--- src/hdl/crc_pkg.sv ---
// shared constants, states and carrier types of the console command interpreter
package crc_pkg;

  // ascii characters seen or sent by the interpreter (7-bit framing)
  localparam logic [6:0] CH_CR     = 7'h0d;
  localparam logic [6:0] CH_LF     = 7'h0a;
  localparam logic [6:0] CH_SPACE  = 7'h20;
  localparam logic [6:0] CH_QMARK  = 7'h3f;
  localparam logic [6:0] CH_PROMPT = 7'h3c;
  localparam logic [6:0] CH_EQUAL  = 7'h3d;
  localparam logic [6:0] CH_PLUS   = 7'h2b;
  localparam logic [6:0] CH_MINUS  = 7'h2d;
  localparam logic [6:0] CH_SPREG  = 7'h46;
  localparam logic [6:0] CH_DPREG  = 7'h44;
  localparam logic [6:0] CH_STATUS = 7'h50;

  // terminal interface addresses and character framing
  localparam logic [15:0] TERM_ADDR_A    = 16'h0010;
  localparam logic [15:0] TERM_ADDR_B    = 16'h0011;
  localparam logic [3:0]  TERM_RATE_MAX  = 4'hf;
  localparam logic [3:0]  TERM_DATA_BITS = 4'h7;
  localparam logic [1:0]  TERM_STOP_BITS = 2'h2;

  // digits shown per register kind
  localparam logic [4:0]  SP_DIGITS      = 5'h08;
  localparam logic [4:0]  DP_DIGITS      = 5'h10;
  localparam logic [4:0]  STATUS_DIGITS  = 5'h0c;
  localparam logic [4:0]  STATUS_GAP_AT  = 5'h07;
  localparam logic [3:0]  EVEN_MASK      = 4'he;

  typedef enum logic [3:0] {
    S_IDLE   = 4'b0000,
    S_CFG    = 4'b0001,
    S_RDWAIT = 4'b0010,
    S_QMARK  = 4'b0011,
    S_CR     = 4'b0100,
    S_LF     = 4'b0101,
    S_HEX    = 4'b0110,
    S_SPACE  = 4'b0111,
    S_PROMPT = 4'b1000
  } crc_state_t;

  typedef enum logic [1:0] {
    M_CMD  = 2'b00,
    M_NUM  = 2'b01,
    M_DATA = 2'b10
  } crc_mode_t;

  typedef enum logic [1:0] {
    K_NONE = 2'b00,
    K_SP   = 2'b01,
    K_DP   = 2'b10,
    K_PSW  = 2'b11
  } crc_kind_t;

  typedef struct packed {
    logic        en;
    logic        dbl;
    logic [3:0]  idx;
    logic [63:0] data;
  } crc_fpr_wr_t;

  typedef struct packed {
    logic       dbl;
    logic [3:0] idx;
  } crc_fpr_rd_t;

  typedef struct packed {
    logic        en;
    logic [23:0] status;
  } crc_psw_wr_t;

  typedef struct packed {
    logic        valid;
    logic [15:0] addr_a;
    logic [15:0] addr_b;
    logic [3:0]  rate;
    logic [3:0]  data_bits;
    logic [1:0]  stop_bits;
    logic        parity_even;
  } crc_term_cfg_t;

  typedef struct packed {
    crc_state_t    state;
    crc_mode_t     mode;
    crc_kind_t     kind;
    logic          examined;
    logic [63:0]   acc;
    logic [3:0]    regnum;
    logic [63:0]   show;
    logic [4:0]    digits;
    logic          gap;
    logic          body_pend;
    logic          tx_valid;
    logic [6:0]    tx_char;
    logic          rx_ready;
    logic          run;
    crc_fpr_wr_t   fpr_wr;
    crc_fpr_rd_t   fpr_rd;
    crc_psw_wr_t   psw_wr;
    crc_term_cfg_t cfg;
  } crc_regs_t;

endpackage : crc_pkg

--- src/hdl/crc_console.sv ---
// console command interpreter for floating-point and status word access
//
// Summary of operation
// - after single examine, '=' starts modify; keeps last eight hex digits
// - cr ends single modify: write register, then cr, lf, prompt
// - single-precision value stored as typed, no normalization check
// - D selects double register; without double hardware answer '?'
// - cr ends number entry; low four bits give double register number
// - odd double register number is rounded down to even
// - show whole 64-bit double register, then cr, lf, prompt
// - plus and minus are invalid with a floating register selected
// - double modify keeps only the last 16 hex digits typed
// - cr ends double modify: write 64 bits, then cr, lf, prompt
// - double-precision value stored without normalization check
// - P enters status word display, acts on following cr
// - on that cr show status word, then cr, lf, prompt
// - plus and minus are invalid with status word selected
// - after status examine, '=' modifies status; keeps last six digits
// - cr ends status modify: load, redisplay, then cr, lf, prompt
// - terminal interface answers at two fixed device addresses
// - at console start program terminal for highest rate, same framing
// - '<' starts program execution at the location counter
// - invalid character gives '?', cr, lf and a new prompt
// - spaces in any command are ignored
`timescale 1ns/1ns
module crc_console
  import crc_pkg::*;
(
  // clock and reset
  input  wire logic          clock_in,
  input  wire logic          rst_in,
  // console start after power-up or initialize
  input  wire logic          start_in,
  // hardware present straps
  input  wire logic          has_sp_in,
  input  wire logic          has_dp_in,
  // received characters
  input  wire logic          rx_valid_in,
  input  wire logic [6:0]    rx_char_in,
  output logic               rx_ready_out,
  // transmitted characters
  output logic               tx_valid_out,
  output logic [6:0]         tx_char_out,
  input  wire logic          tx_ready_in,
  // terminal interface programming
  output crc_term_cfg_t      term_cfg_out,
  // floating-point register file
  output crc_fpr_rd_t        fpr_rd_out,
  input  wire logic [63:0]   fpr_rd_data_in,
  output crc_fpr_wr_t        fpr_wr_out,
  // program status word and location counter
  input  wire logic [23:0]   psw_status_in,
  input  wire logic [23:0]   loc_in,
  output crc_psw_wr_t        psw_wr_out,
  // start program execution
  output logic               run_out
);

  crc_regs_t  st_r;
  crc_regs_t  st_nxt;
  logic       rx_is_hex;
  logic [3:0] rx_val;
  logic [6:0] tx_asc;
  logic       busy;
  logic       take;

  crc_hexconv u_hexconv (
    .char_in    (rx_char_in),
    .nib_in     (st_r.show[63:60]),
    .is_hex_out (rx_is_hex),
    .val_out    (rx_val),
    .asc_out    (tx_asc)
  );

  // a character still waiting for the terminal holds the sequencer
  assign busy = st_r.tx_valid & ~tx_ready_in;
  assign take = rx_valid_in & st_r.rx_ready;

  always_comb begin
    st_nxt              = st_r;
    st_nxt.tx_valid     = busy;
    st_nxt.run          = 1'b0;
    st_nxt.fpr_wr.en    = 1'b0;
    st_nxt.psw_wr.en    = 1'b0;
    st_nxt.cfg.valid    = 1'b0;

    unique case (st_r.state)
      S_IDLE: begin
        if (take) begin
          if (rx_char_in == CH_SPACE) begin
            // spaces leave every mode untouched
            st_nxt.state = S_IDLE;
          end else if (rx_char_in == CH_CR) begin
            st_nxt.mode = M_CMD;
            if (st_r.mode == M_NUM) begin
              if (st_r.kind == K_PSW) begin
                st_nxt.show      = {psw_status_in, loc_in, 16'h0000};
                st_nxt.digits    = STATUS_DIGITS;
                st_nxt.gap       = 1'b1;
                st_nxt.body_pend = 1'b1;
                st_nxt.examined  = 1'b1;
                st_nxt.state     = S_CR;
              end else begin
                // low nibble only, forced even
                st_nxt.regnum     = st_r.acc[3:0] & EVEN_MASK;
                st_nxt.fpr_rd.idx = st_r.acc[3:0] & EVEN_MASK;
                st_nxt.fpr_rd.dbl = (st_r.kind == K_DP);
                st_nxt.state      = S_RDWAIT;
              end
            end else if (st_r.mode == M_DATA) begin
              st_nxt.examined  = 1'b0;
              st_nxt.body_pend = 1'b0;
              st_nxt.state     = S_CR;
              unique case (st_r.kind)
                K_SP: begin
                  // no normalization test, raw bits go in
                  st_nxt.fpr_wr.en   = 1'b1;
                  st_nxt.fpr_wr.dbl  = 1'b0;
                  st_nxt.fpr_wr.idx  = st_r.regnum;
                  st_nxt.fpr_wr.data = {32'h0000_0000,
                                        st_r.acc[31:0]};
                end
                K_DP: begin
                  st_nxt.fpr_wr.en   = 1'b1;
                  st_nxt.fpr_wr.dbl  = 1'b1;
                  st_nxt.fpr_wr.idx  = st_r.regnum;
                  st_nxt.fpr_wr.data = st_r.acc;
                end
                K_PSW: begin
                  st_nxt.psw_wr.en     = 1'b1;
                  st_nxt.psw_wr.status = st_r.acc[23:0];
                  // redisplay what was loaded, not the old status
                  st_nxt.show      = {st_r.acc[23:0], loc_in, 16'h0000};
                  st_nxt.digits    = STATUS_DIGITS;
                  st_nxt.gap       = 1'b1;
                  st_nxt.body_pend = 1'b1;
                end
                K_NONE: begin
                  st_nxt.state = S_QMARK;
                end
              endcase
            end else begin
              // bare cr just gives a fresh prompt
              st_nxt.examined  = 1'b0;
              st_nxt.body_pend = 1'b0;
              st_nxt.state     = S_CR;
            end
          end else if (rx_is_hex && st_r.mode != M_CMD) begin
            // older digits fall off the top of the accumulator
            st_nxt.acc = {st_r.acc[59:0], rx_val};
          end else if (st_r.mode != M_CMD) begin
            st_nxt.mode     = M_CMD;
            st_nxt.examined = 1'b0;
            st_nxt.state    = S_QMARK;
          end else if (rx_char_in == CH_EQUAL && st_r.examined &&
                       st_r.kind != K_NONE) begin
            st_nxt.mode = M_DATA;
            st_nxt.acc  = 64'h0000_0000_0000_0000;
          end else if (rx_char_in == CH_SPREG && has_sp_in) begin
            st_nxt.mode     = M_NUM;
            st_nxt.kind     = K_SP;
            st_nxt.examined = 1'b0;
            st_nxt.acc      = 64'h0000_0000_0000_0000;
          end else if (rx_char_in == CH_DPREG && has_dp_in) begin
            st_nxt.mode     = M_NUM;
            st_nxt.kind     = K_DP;
            st_nxt.examined = 1'b0;
            st_nxt.acc      = 64'h0000_0000_0000_0000;
          end else if (rx_char_in == CH_STATUS) begin
            st_nxt.mode     = M_NUM;
            st_nxt.kind     = K_PSW;
            st_nxt.examined = 1'b0;
            st_nxt.acc      = 64'h0000_0000_0000_0000;
          end else if (rx_char_in == CH_PROMPT) begin
            // execution takes over; no prompt is printed, but later characters are still taken
            st_nxt.run      = 1'b1;
            st_nxt.examined = 1'b0;
          end else begin
            // stepping is never legal here, nor any other character
            st_nxt.examined = 1'b0;
            st_nxt.state    = S_QMARK;
          end
        end
      end

      S_CFG: begin
        st_nxt.cfg.valid       = 1'b1;
        st_nxt.cfg.addr_a      = TERM_ADDR_A;
        st_nxt.cfg.addr_b      = TERM_ADDR_B;
        st_nxt.cfg.rate        = TERM_RATE_MAX;
        st_nxt.cfg.data_bits   = TERM_DATA_BITS;
        st_nxt.cfg.stop_bits   = TERM_STOP_BITS;
        st_nxt.cfg.parity_even = 1'b1;
        st_nxt.show      = {psw_status_in, loc_in, 16'h0000};
        st_nxt.digits    = STATUS_DIGITS;
        st_nxt.gap       = 1'b1;
        st_nxt.body_pend = 1'b1;
        st_nxt.state     = S_CR;
      end

      S_RDWAIT: begin
        st_nxt.examined  = 1'b1;
        st_nxt.body_pend = 1'b1;
        st_nxt.gap       = 1'b0;
        st_nxt.state     = S_CR;
        if (st_r.kind == K_DP) begin
          st_nxt.show   = fpr_rd_data_in;
          st_nxt.digits = DP_DIGITS;
        end else begin
          st_nxt.show   = {fpr_rd_data_in[31:0], 32'h0000_0000};
          st_nxt.digits = SP_DIGITS;
        end
      end

      S_QMARK: begin
        if (!busy) begin
          st_nxt.tx_valid  = 1'b1;
          st_nxt.tx_char   = CH_QMARK;
          st_nxt.body_pend = 1'b0;
          st_nxt.state     = S_CR;
        end
      end

      S_CR: begin
        if (!busy) begin
          st_nxt.tx_valid = 1'b1;
          st_nxt.tx_char  = CH_CR;
          st_nxt.state    = S_LF;
        end
      end

      S_LF: begin
        if (!busy) begin
          st_nxt.tx_valid = 1'b1;
          st_nxt.tx_char  = CH_LF;
          if (st_r.body_pend) begin
            st_nxt.body_pend = 1'b0;
            st_nxt.state     = S_HEX;
          end else begin
            st_nxt.state = S_PROMPT;
          end
        end
      end

      S_HEX: begin
        if (!busy) begin
          st_nxt.tx_valid = 1'b1;
          st_nxt.tx_char  = tx_asc;
          st_nxt.show     = {st_r.show[59:0], 4'h0};
          st_nxt.digits   = st_r.digits - 5'h01;
          if (st_r.digits == 5'h01) begin
            st_nxt.state = S_CR;
          end else if (st_r.gap && st_r.digits == STATUS_GAP_AT) begin
            // status and location counter print as two groups
            st_nxt.state = S_SPACE;
          end
        end
      end

      S_SPACE: begin
        if (!busy) begin
          st_nxt.tx_valid = 1'b1;
          st_nxt.tx_char  = CH_SPACE;
          st_nxt.state    = S_HEX;
        end
      end

      S_PROMPT: begin
        if (!busy) begin
          st_nxt.tx_valid = 1'b1;
          st_nxt.tx_char  = CH_PROMPT;
          st_nxt.state    = S_IDLE;
        end
      end

      default: begin
        st_nxt.state = S_IDLE;
      end
    endcase

    // a start restarts the console from any state
    if (start_in) begin
      st_nxt.state    = S_CFG;
      st_nxt.mode     = M_CMD;
      st_nxt.kind     = K_NONE;
      st_nxt.examined = 1'b0;
    end

    // characters are taken only while the sequencer is silent
    st_nxt.rx_ready = (st_nxt.state == S_IDLE);
  end

  always_ff @(posedge clock_in or posedge rst_in) begin
    if (rst_in) begin
      st_r <= '0;
    end else begin
      st_r <= st_nxt;
    end
  end

  assign rx_ready_out = st_r.rx_ready;
  assign tx_valid_out = st_r.tx_valid;
  assign tx_char_out  = st_r.tx_char;
  assign term_cfg_out = st_r.cfg;
  assign fpr_rd_out   = st_r.fpr_rd;
  assign fpr_wr_out   = st_r.fpr_wr;
  assign psw_wr_out   = st_r.psw_wr;
  assign run_out      = st_r.run;

endmodule : crc_console

--- src/hdl/crc_hexconv.sv ---
// ascii to hex digit decode and hex digit to ascii encode
`timescale 1ns/1ns
module crc_hexconv
  import crc_pkg::*;
(
  // character to classify and nibble to encode
  input  logic [6:0] char_in,
  input  logic [3:0] nib_in,
  // results
  output logic       is_hex_out,
  output logic [3:0] val_out,
  output logic [6:0] asc_out
);

  always_comb begin
    is_hex_out = 1'b0;
    val_out    = 4'h0;
    if (char_in >= 7'h30 && char_in <= 7'h39) begin
      is_hex_out = 1'b1;
      val_out    = char_in[3:0];
    end else if ((char_in >= 7'h41 && char_in <= 7'h46) ||
                 (char_in >= 7'h61 && char_in <= 7'h66)) begin
      // letters a..f map to 10..15, either case
      is_hex_out = 1'b1;
      val_out    = char_in[3:0] + 4'h9;
    end
  end

  always_comb begin
    if (nib_in < 4'ha) begin
      asc_out = 7'h30 + {3'h0, nib_in};
    end else begin
      asc_out = 7'h37 + {3'h0, nib_in};
    end
  end

endmodule : crc_hexconv

--- config.mk ---
export PLATFORM = sky130hd
export DESIGN_NAME = crc_console
export DESIGN_NICKNAME = d
export VERILOG_FILES = /design/src/hdl/crc_pkg.sv /design/src/hdl/crc_console.sv /design/src/hdl/crc_hexconv.sv
export SDC_FILE = /design/constraint.sdc
export NUM_CORES = 1
export LEC_CHECK = 0
export ABC_CLOCK_PERIOD_IN_PS = 8300
export BUFFER_PORTS_ARGS = -buffer_cell sky130_fd_sc_hd__buf_2
export CAP_MARGIN = 20
export CORE_MARGIN = 4
export CORE_UTILIZATION = 35
export DETAILED_ROUTE_END_ITERATION = 8
export SYNTH_ARGS = -nofsm -noshare
export SYNTH_HDL_FRONTEND = slang
export SYNTH_SLANG_ARGS = --single-unit
export TNS_END_PERCENT = 10
--- constraint.sdc ---
create_clock -name clock_in -period 8.3 [get_ports clock_in]
set_clock_uncertainty 0.1 [all_clocks]
set_input_delay 0.415 -clock clock_in [delete_from_list [all_inputs] [get_ports clock_in]]
set_output_delay 0.415 -clock clock_in [all_outputs]
set_load 0.005 [all_outputs]
==> After elaboration in Yosys (flattened, before gate mapping) <==
Index checks and enable logic that the tools add are counted.
{ "totals": {"regBits": 258, "input_bits": 126, "out_inout_bits": 154, "word_cells": 231} }
{ "classes": {"addsub": 4, "magnitude_cmp": 7, "n_eq_ne": 47, "muxes": 103, "bitwise_logic": 7, "n_reduce_logical": 37} }
{ "ops": {"columns": ["operator", "n"], "rows": [
  ["$mux W69", 11],
  ["$mux W64", 5],
  ["$mux W101", 3],
  ["$pmux W69 S4", 1],
  ["$mux W71", 3],
  ["$mux W70", 3],
  ["$mux W148", 1],
  ["$mux W144", 1],
  ["$pmux W70 S2", 1],
  ["$mux W100", 1],
  ["$mux W4", 22],
  ["$mux W25", 3],
  ["$mux W75", 1],
  ["$pmux W8 S6", 1],
  ["$mux W44", 1],
  ["$mux W9", 4],
  ["$mux W7", 5],
  ["$reduce_and A7 Y1", 5],
  ["$pmux W4 S8", 1],
  ["$mux W3", 10],
  ["$ne A2 B2 Y1 const B", 15],
  ["$reduce_and A6 Y1", 4],
  ["$eq A7 B6 Y1 const B", 3],
  ["$eq A7 B7 Y1 const B", 3],
  ["43 further kinds", 97]
]} }

==> Depth between registers and ports, before layout <==
{ "logic_depth": {"ltp_word": 26, "depth_mapped": 11, "mapped_depth_nobuf": 8} }

==> Modules after synthesis <==
Synthesis repeated with hierarchy kept, for this count alone.
{ "hier_totals": {"cells_unflattened": 1447, "area_unflattened_um2": 13291.5} }
{ "modules_own_cells": {"columns": ["mod", "instances", "cells_each", "area_each_um2", "seq_area_each_um2"], "rows": [
  ["crc_console", 1, 1403, 12996.2, 6356.1],
  ["crc_hexconv", 1, 44, 295.3, 0.0]
]} }

==> Worst setup path after synthesis <==
OpenSTA, ideal clock, no wires.
{ "synth_path": {"path_type": "input port to flip-flop", "start": "input port rx_char_in[1]", "end": "register st_r[195] in the netlist's numbering", "setup_time_ps": 75, "t_arrival_ps": 2416, "required_ps": 8125, "slack_ps": 5709, "path_stages": 11, "path_buffers": 3, "cell_sequence": "inv_1 ha_1 nand3_4 or4_1 buf_2 or3b_1 buf_6 o21bai_4 buf_6 a221oi_1 o21ai_2"} }
{ "synth_via": {"elab_chain_len": 3, "word_cells_on_any_way": 5, "cone_classes": "eq/ne: 4; reduce/logical: 1"} }
{ "synth_rtl": {"columns": ["item", "line_no", "text"], "rows": [
  ["start, declared", "crc_console.sv:39", "input wire logic [6:0] rx_char_in,"],
  ["$eq A7 B4 Y1 / $eq A7 B6 Y1 (equally long branches)", "crc_console.sv:93, crc_console.sv:90", null],
  ["$ne A2 B2 Y1 (no source line)", null, null],
  ["$reduce_and A7 Y1 (no source line) *", null, null],
  ["end signal, assigned", "crc_console.sv:297", "st_r <= st_nxt;"],
  ["end, declared", "crc_console.sv:59", "crc_regs_t st_r;"]
]} }
Every way passes the cells marked *; elsewhere a longest branch is shown, timed or not.
A chain may end at the register's enable or synchronous reset.

==> Final worst setup path <==
{ "layout_path": {"start": "register st_r[298] in the netlist's numbering", "end": "register st_r, in the netlist fpr_wr_out[68]"} }
{ "layout_via": {"elab_chain_len": 2} }
{ "layout_rtl": {"columns": ["item", "line_no", "text"], "rows": [
  ["$logic_not A4 Y1", "crc_console.sv:87", "unique case (st_r.state)"],
  ["$reduce_and A7 Y1 (no source line)", null, null]
]} }
Every way passes these cells.

==> results.cfg <==
[yosys]
synth_compound_area_share_pct = 19.1
ys_ff_latch = 254
synthTopCellsByCount = dfrtp_1 (254), nand2_1 (217), buf_4 (154), a22o_1 (68), o21ai_0 (65)
ys_types = 72
synth-simple-area-share_pct = 13.2
netlist_instances = 1340
syn-cell-area_sq_mm = 0.0132
yosysWarnings = 0
syn_avg_cell_area_sq_um = 9.82
ys_async_sr_fraction_pct = 100
synthMuxAreaShare_pct = 5.22
synth_edf_count = 0
synth.most_common_cell = dfrtp_1
synth_xor_xnor_area_share_pct = 0.333
synthFlopType = dfrtp_1
synthTopCellsByArea = dfrtp_1 (48%), buf_4 (8.8%), nand2_1 (6.2%)
synth_top_family_by_area = compound AO/OA/AOI/OAI gates
yosysSeqAreaShare_pct = 48.3
synth_top_area_share_pct = 48.3
yosys.area.top_type = dfrtp_1
synth_adder_area_share_pct = 1.33

[finish]
utilization_pct = 40.3
synthToLayoutAreaGrowth_pct = 13.0
finalNonFillerCells = 1954
drive_gt1_share_pct = 26.9
nNetsFinal = 1563
fillers = 3659

[die]
fp-row-count = 70
die_area_sq_mm = 0.0407
ioPinCount = 280
initial_core_util_pct = 35.7
die_h_microns = 202
fp.dieW_microns = 202
coreArea_sq_mm = 0.0369

[detailed_routing]
drt.antenna.violating_nets = 0
drt-wirelength-per-cell_microns = 19.3
dr_total_vias = 10140
totalWireLength_microns = 37700
drt_iter0_drc = 657
drc = 0
first_pass_iters = 5
viasPerCell = 5.19

[worst_setup_path]
slowest_delay_ns = 0.70
critPathLaunchType = flop
path_buf_inv = 0
cp_top_family = simple AND/OR/NAND/NOR gates
critical_path_class = flop to flop
crit_arrival_ns = 3.74
crit_path_end_kind = flop
path_max_fanout = 92
cp_data_required_time_ns = 8.62
crit_path_top_delay_cell = or4_4
crit_chain = or4_4 -> a211o_1 -> nor3_2 -> nand3_4 -> mux2_2

[timing]
whs_ns = 0.0598
maxSlewViolCount = 0
rsz0062_at_grt = false
tns_ns = 0
relSlewSlack_pct = 31.9
setup_violations = 0
final.period_utilization_pct = 41.3
tightest_slew_ns = 1.02
post-route-min-period_ns = 3.43
fmax_mhz = 292
hold_violations = 0

[power_and_ir_drop]
power_density_mw_per_mm2 = 236
finalPower_mw = 3.51
leakage_nw = 7.18
vdd_drop_max_mv = 0.207

[clock_tree]
clockRootBuffer = clkbuf_16
cts_buffers = 29
max-clock-path-buffers = 3
cts_tree = built
clk_pin_slew_ns = 0.06
clkSinkCount = 254
hold_buffers = 5
insertion_delay_ns = 0.55
cts_resized = 0
cts_setup_buffers = 0
htree_levels = 1

[placed_design]
io_buffer_count = 246
placed_cells = 1887
place_congestion = 0.876
hpwl_microns = 25700

[global_routing]
grt_max_degree = 111
grt_antenna_before_repair = 12
grtUsageTotal_pct = 17.9
overflow = 0
met1_usage_pct = 24.7
grt_use_met3_pct = 4.41
use_met2_pct = 28.4
grt_pass1_vias = 10132
grt.busiest_layer = met2
grt_pass1_wl_microns = 59500

[job]
maxCapViolCount = 0

[min_path]
hp-class = primary input to flop

[status]
status = finished clean
kinds of logic (layout without fill, tap and decap cells):
group	after synthesis	count (layout)
flip-flops	254	254
XOR/XNOR	5	5
AO/OA/AOI/OAI	351	351
buffers and inverters	265	337
adder cells (fa/ha/maj)	14	14
other	1	39
multiplexers	62	62
AND/OR/NAND/NOR	388	388
placed cells by master, fill, tap and decap left out, types with 5 or more instances in the layout:
cell,n
nor3_1,12
a222oi_1,16
dlygate4sd3_1,5
inv_1,15
buf_2,246
mux2_2,53
a31oi_1,9
a22o_1,68
a221oi_1,8
buf_4,13
nor2_1,55
o21ai_1,16
mux2i_1,9
clkbuf_16,29
nand3_1,46
o21ai_0,65
o211ai_1,24
and3_1,6
or2_2,5
nand2b_1,9
clkbuf_1,7
a21o_1,6
dfrtp_1,254
clkbuf_8,6
conb_1,33
nor2b_1,7
nand2_1,217
ha_1,12
a22oi_1,58
a21oi_1,42
diode_2,6
layout make-up:
| cell class | instances | area (sq um) | share of cell area [%] |
|---|---|---|---|
| Inverter | 17 | 71.3 | 0.480 |
| Tap cell | 504 | 631 | 4.24 |
| Multi-Input combinational cell | 853 | 5330 | 35.8 |
| Clock inverter | 10 | 156 | 1.05 |
| Timing Repair Buffer | 268 | 1480 | 9.93 |
| Clock buffer | 42 | 835 | 5.61 |
| Antenna cell | 6 | 15.0 | 0.101 |
| Sequential cell | 254 | 6360 | 42.8 |
where the power goes:
part | internal, mW | leakage [nW] | switching [mW]
clock | 0.817 | 0.485 | 0.515
sequential | 1.37 | 3.49 | 0.122
combinational | 0.286 | 3.21 | 0.397
worst reg2reg max path: stages (launching register included):
cell     delay, ns
dfrtp_1       0.64
or4_4         0.70
a211o_1       0.31
nor3_2        0.25
nand3_4       0.70
mux2_2        0.60
through the flow:
| stage | cell area (sq um) | setup slack [ns] |
|---|---|---|
| after CTS | 14800 | 4.80 |
| final | 14900 | 4.87 |
| after floorplan | 13300 | 0.800 |
| after global placement | 13700 | 4.53 |
| after detailed placement | 13700 | 4.46 |
| after global routing | 14900 | 4.59 |
metal layers:
layer,vias to the layer above,wire [microns],part of all wire (%)
met1,4966,16900,45
met3,67,2630,7.0
li1,4769,-,-
met5,-,70,0.19
met2,324,17300,46
met4,14,872,2.3
sequential cells by signal, indices dropped and copies added, names as in the netlist:
register and cells:
term_cfg_out 2, tx_char_out 7, tx_valid_out 1, psw_wr_out 25, rx_ready_out 1, st_r 147, fpr_rd_out 1, fpr_wr_out 69
run_out 1
final timing paths:
check / from / to / slack [ns] / depth (start not counted)
setup / recovery: st_r[298] / fpr_wr_out[68] / 4.87 / 5
min in group asynchronous: rst_in / st_r[155] / 0.48 / 3
hold reg to reg: fpr_wr_out[65] / fpr_wr_out[65] / 0.36 / 2
hold / removal: loc_in[19] / st_r[196] / 0.06 / 3
max in group asynchronous: rst_in / st_r[272] / 6.25 / 4
setup reg to reg: st_r[298] / fpr_wr_out[68] / 4.87 / 5
(Power assumes the default switching activity.)
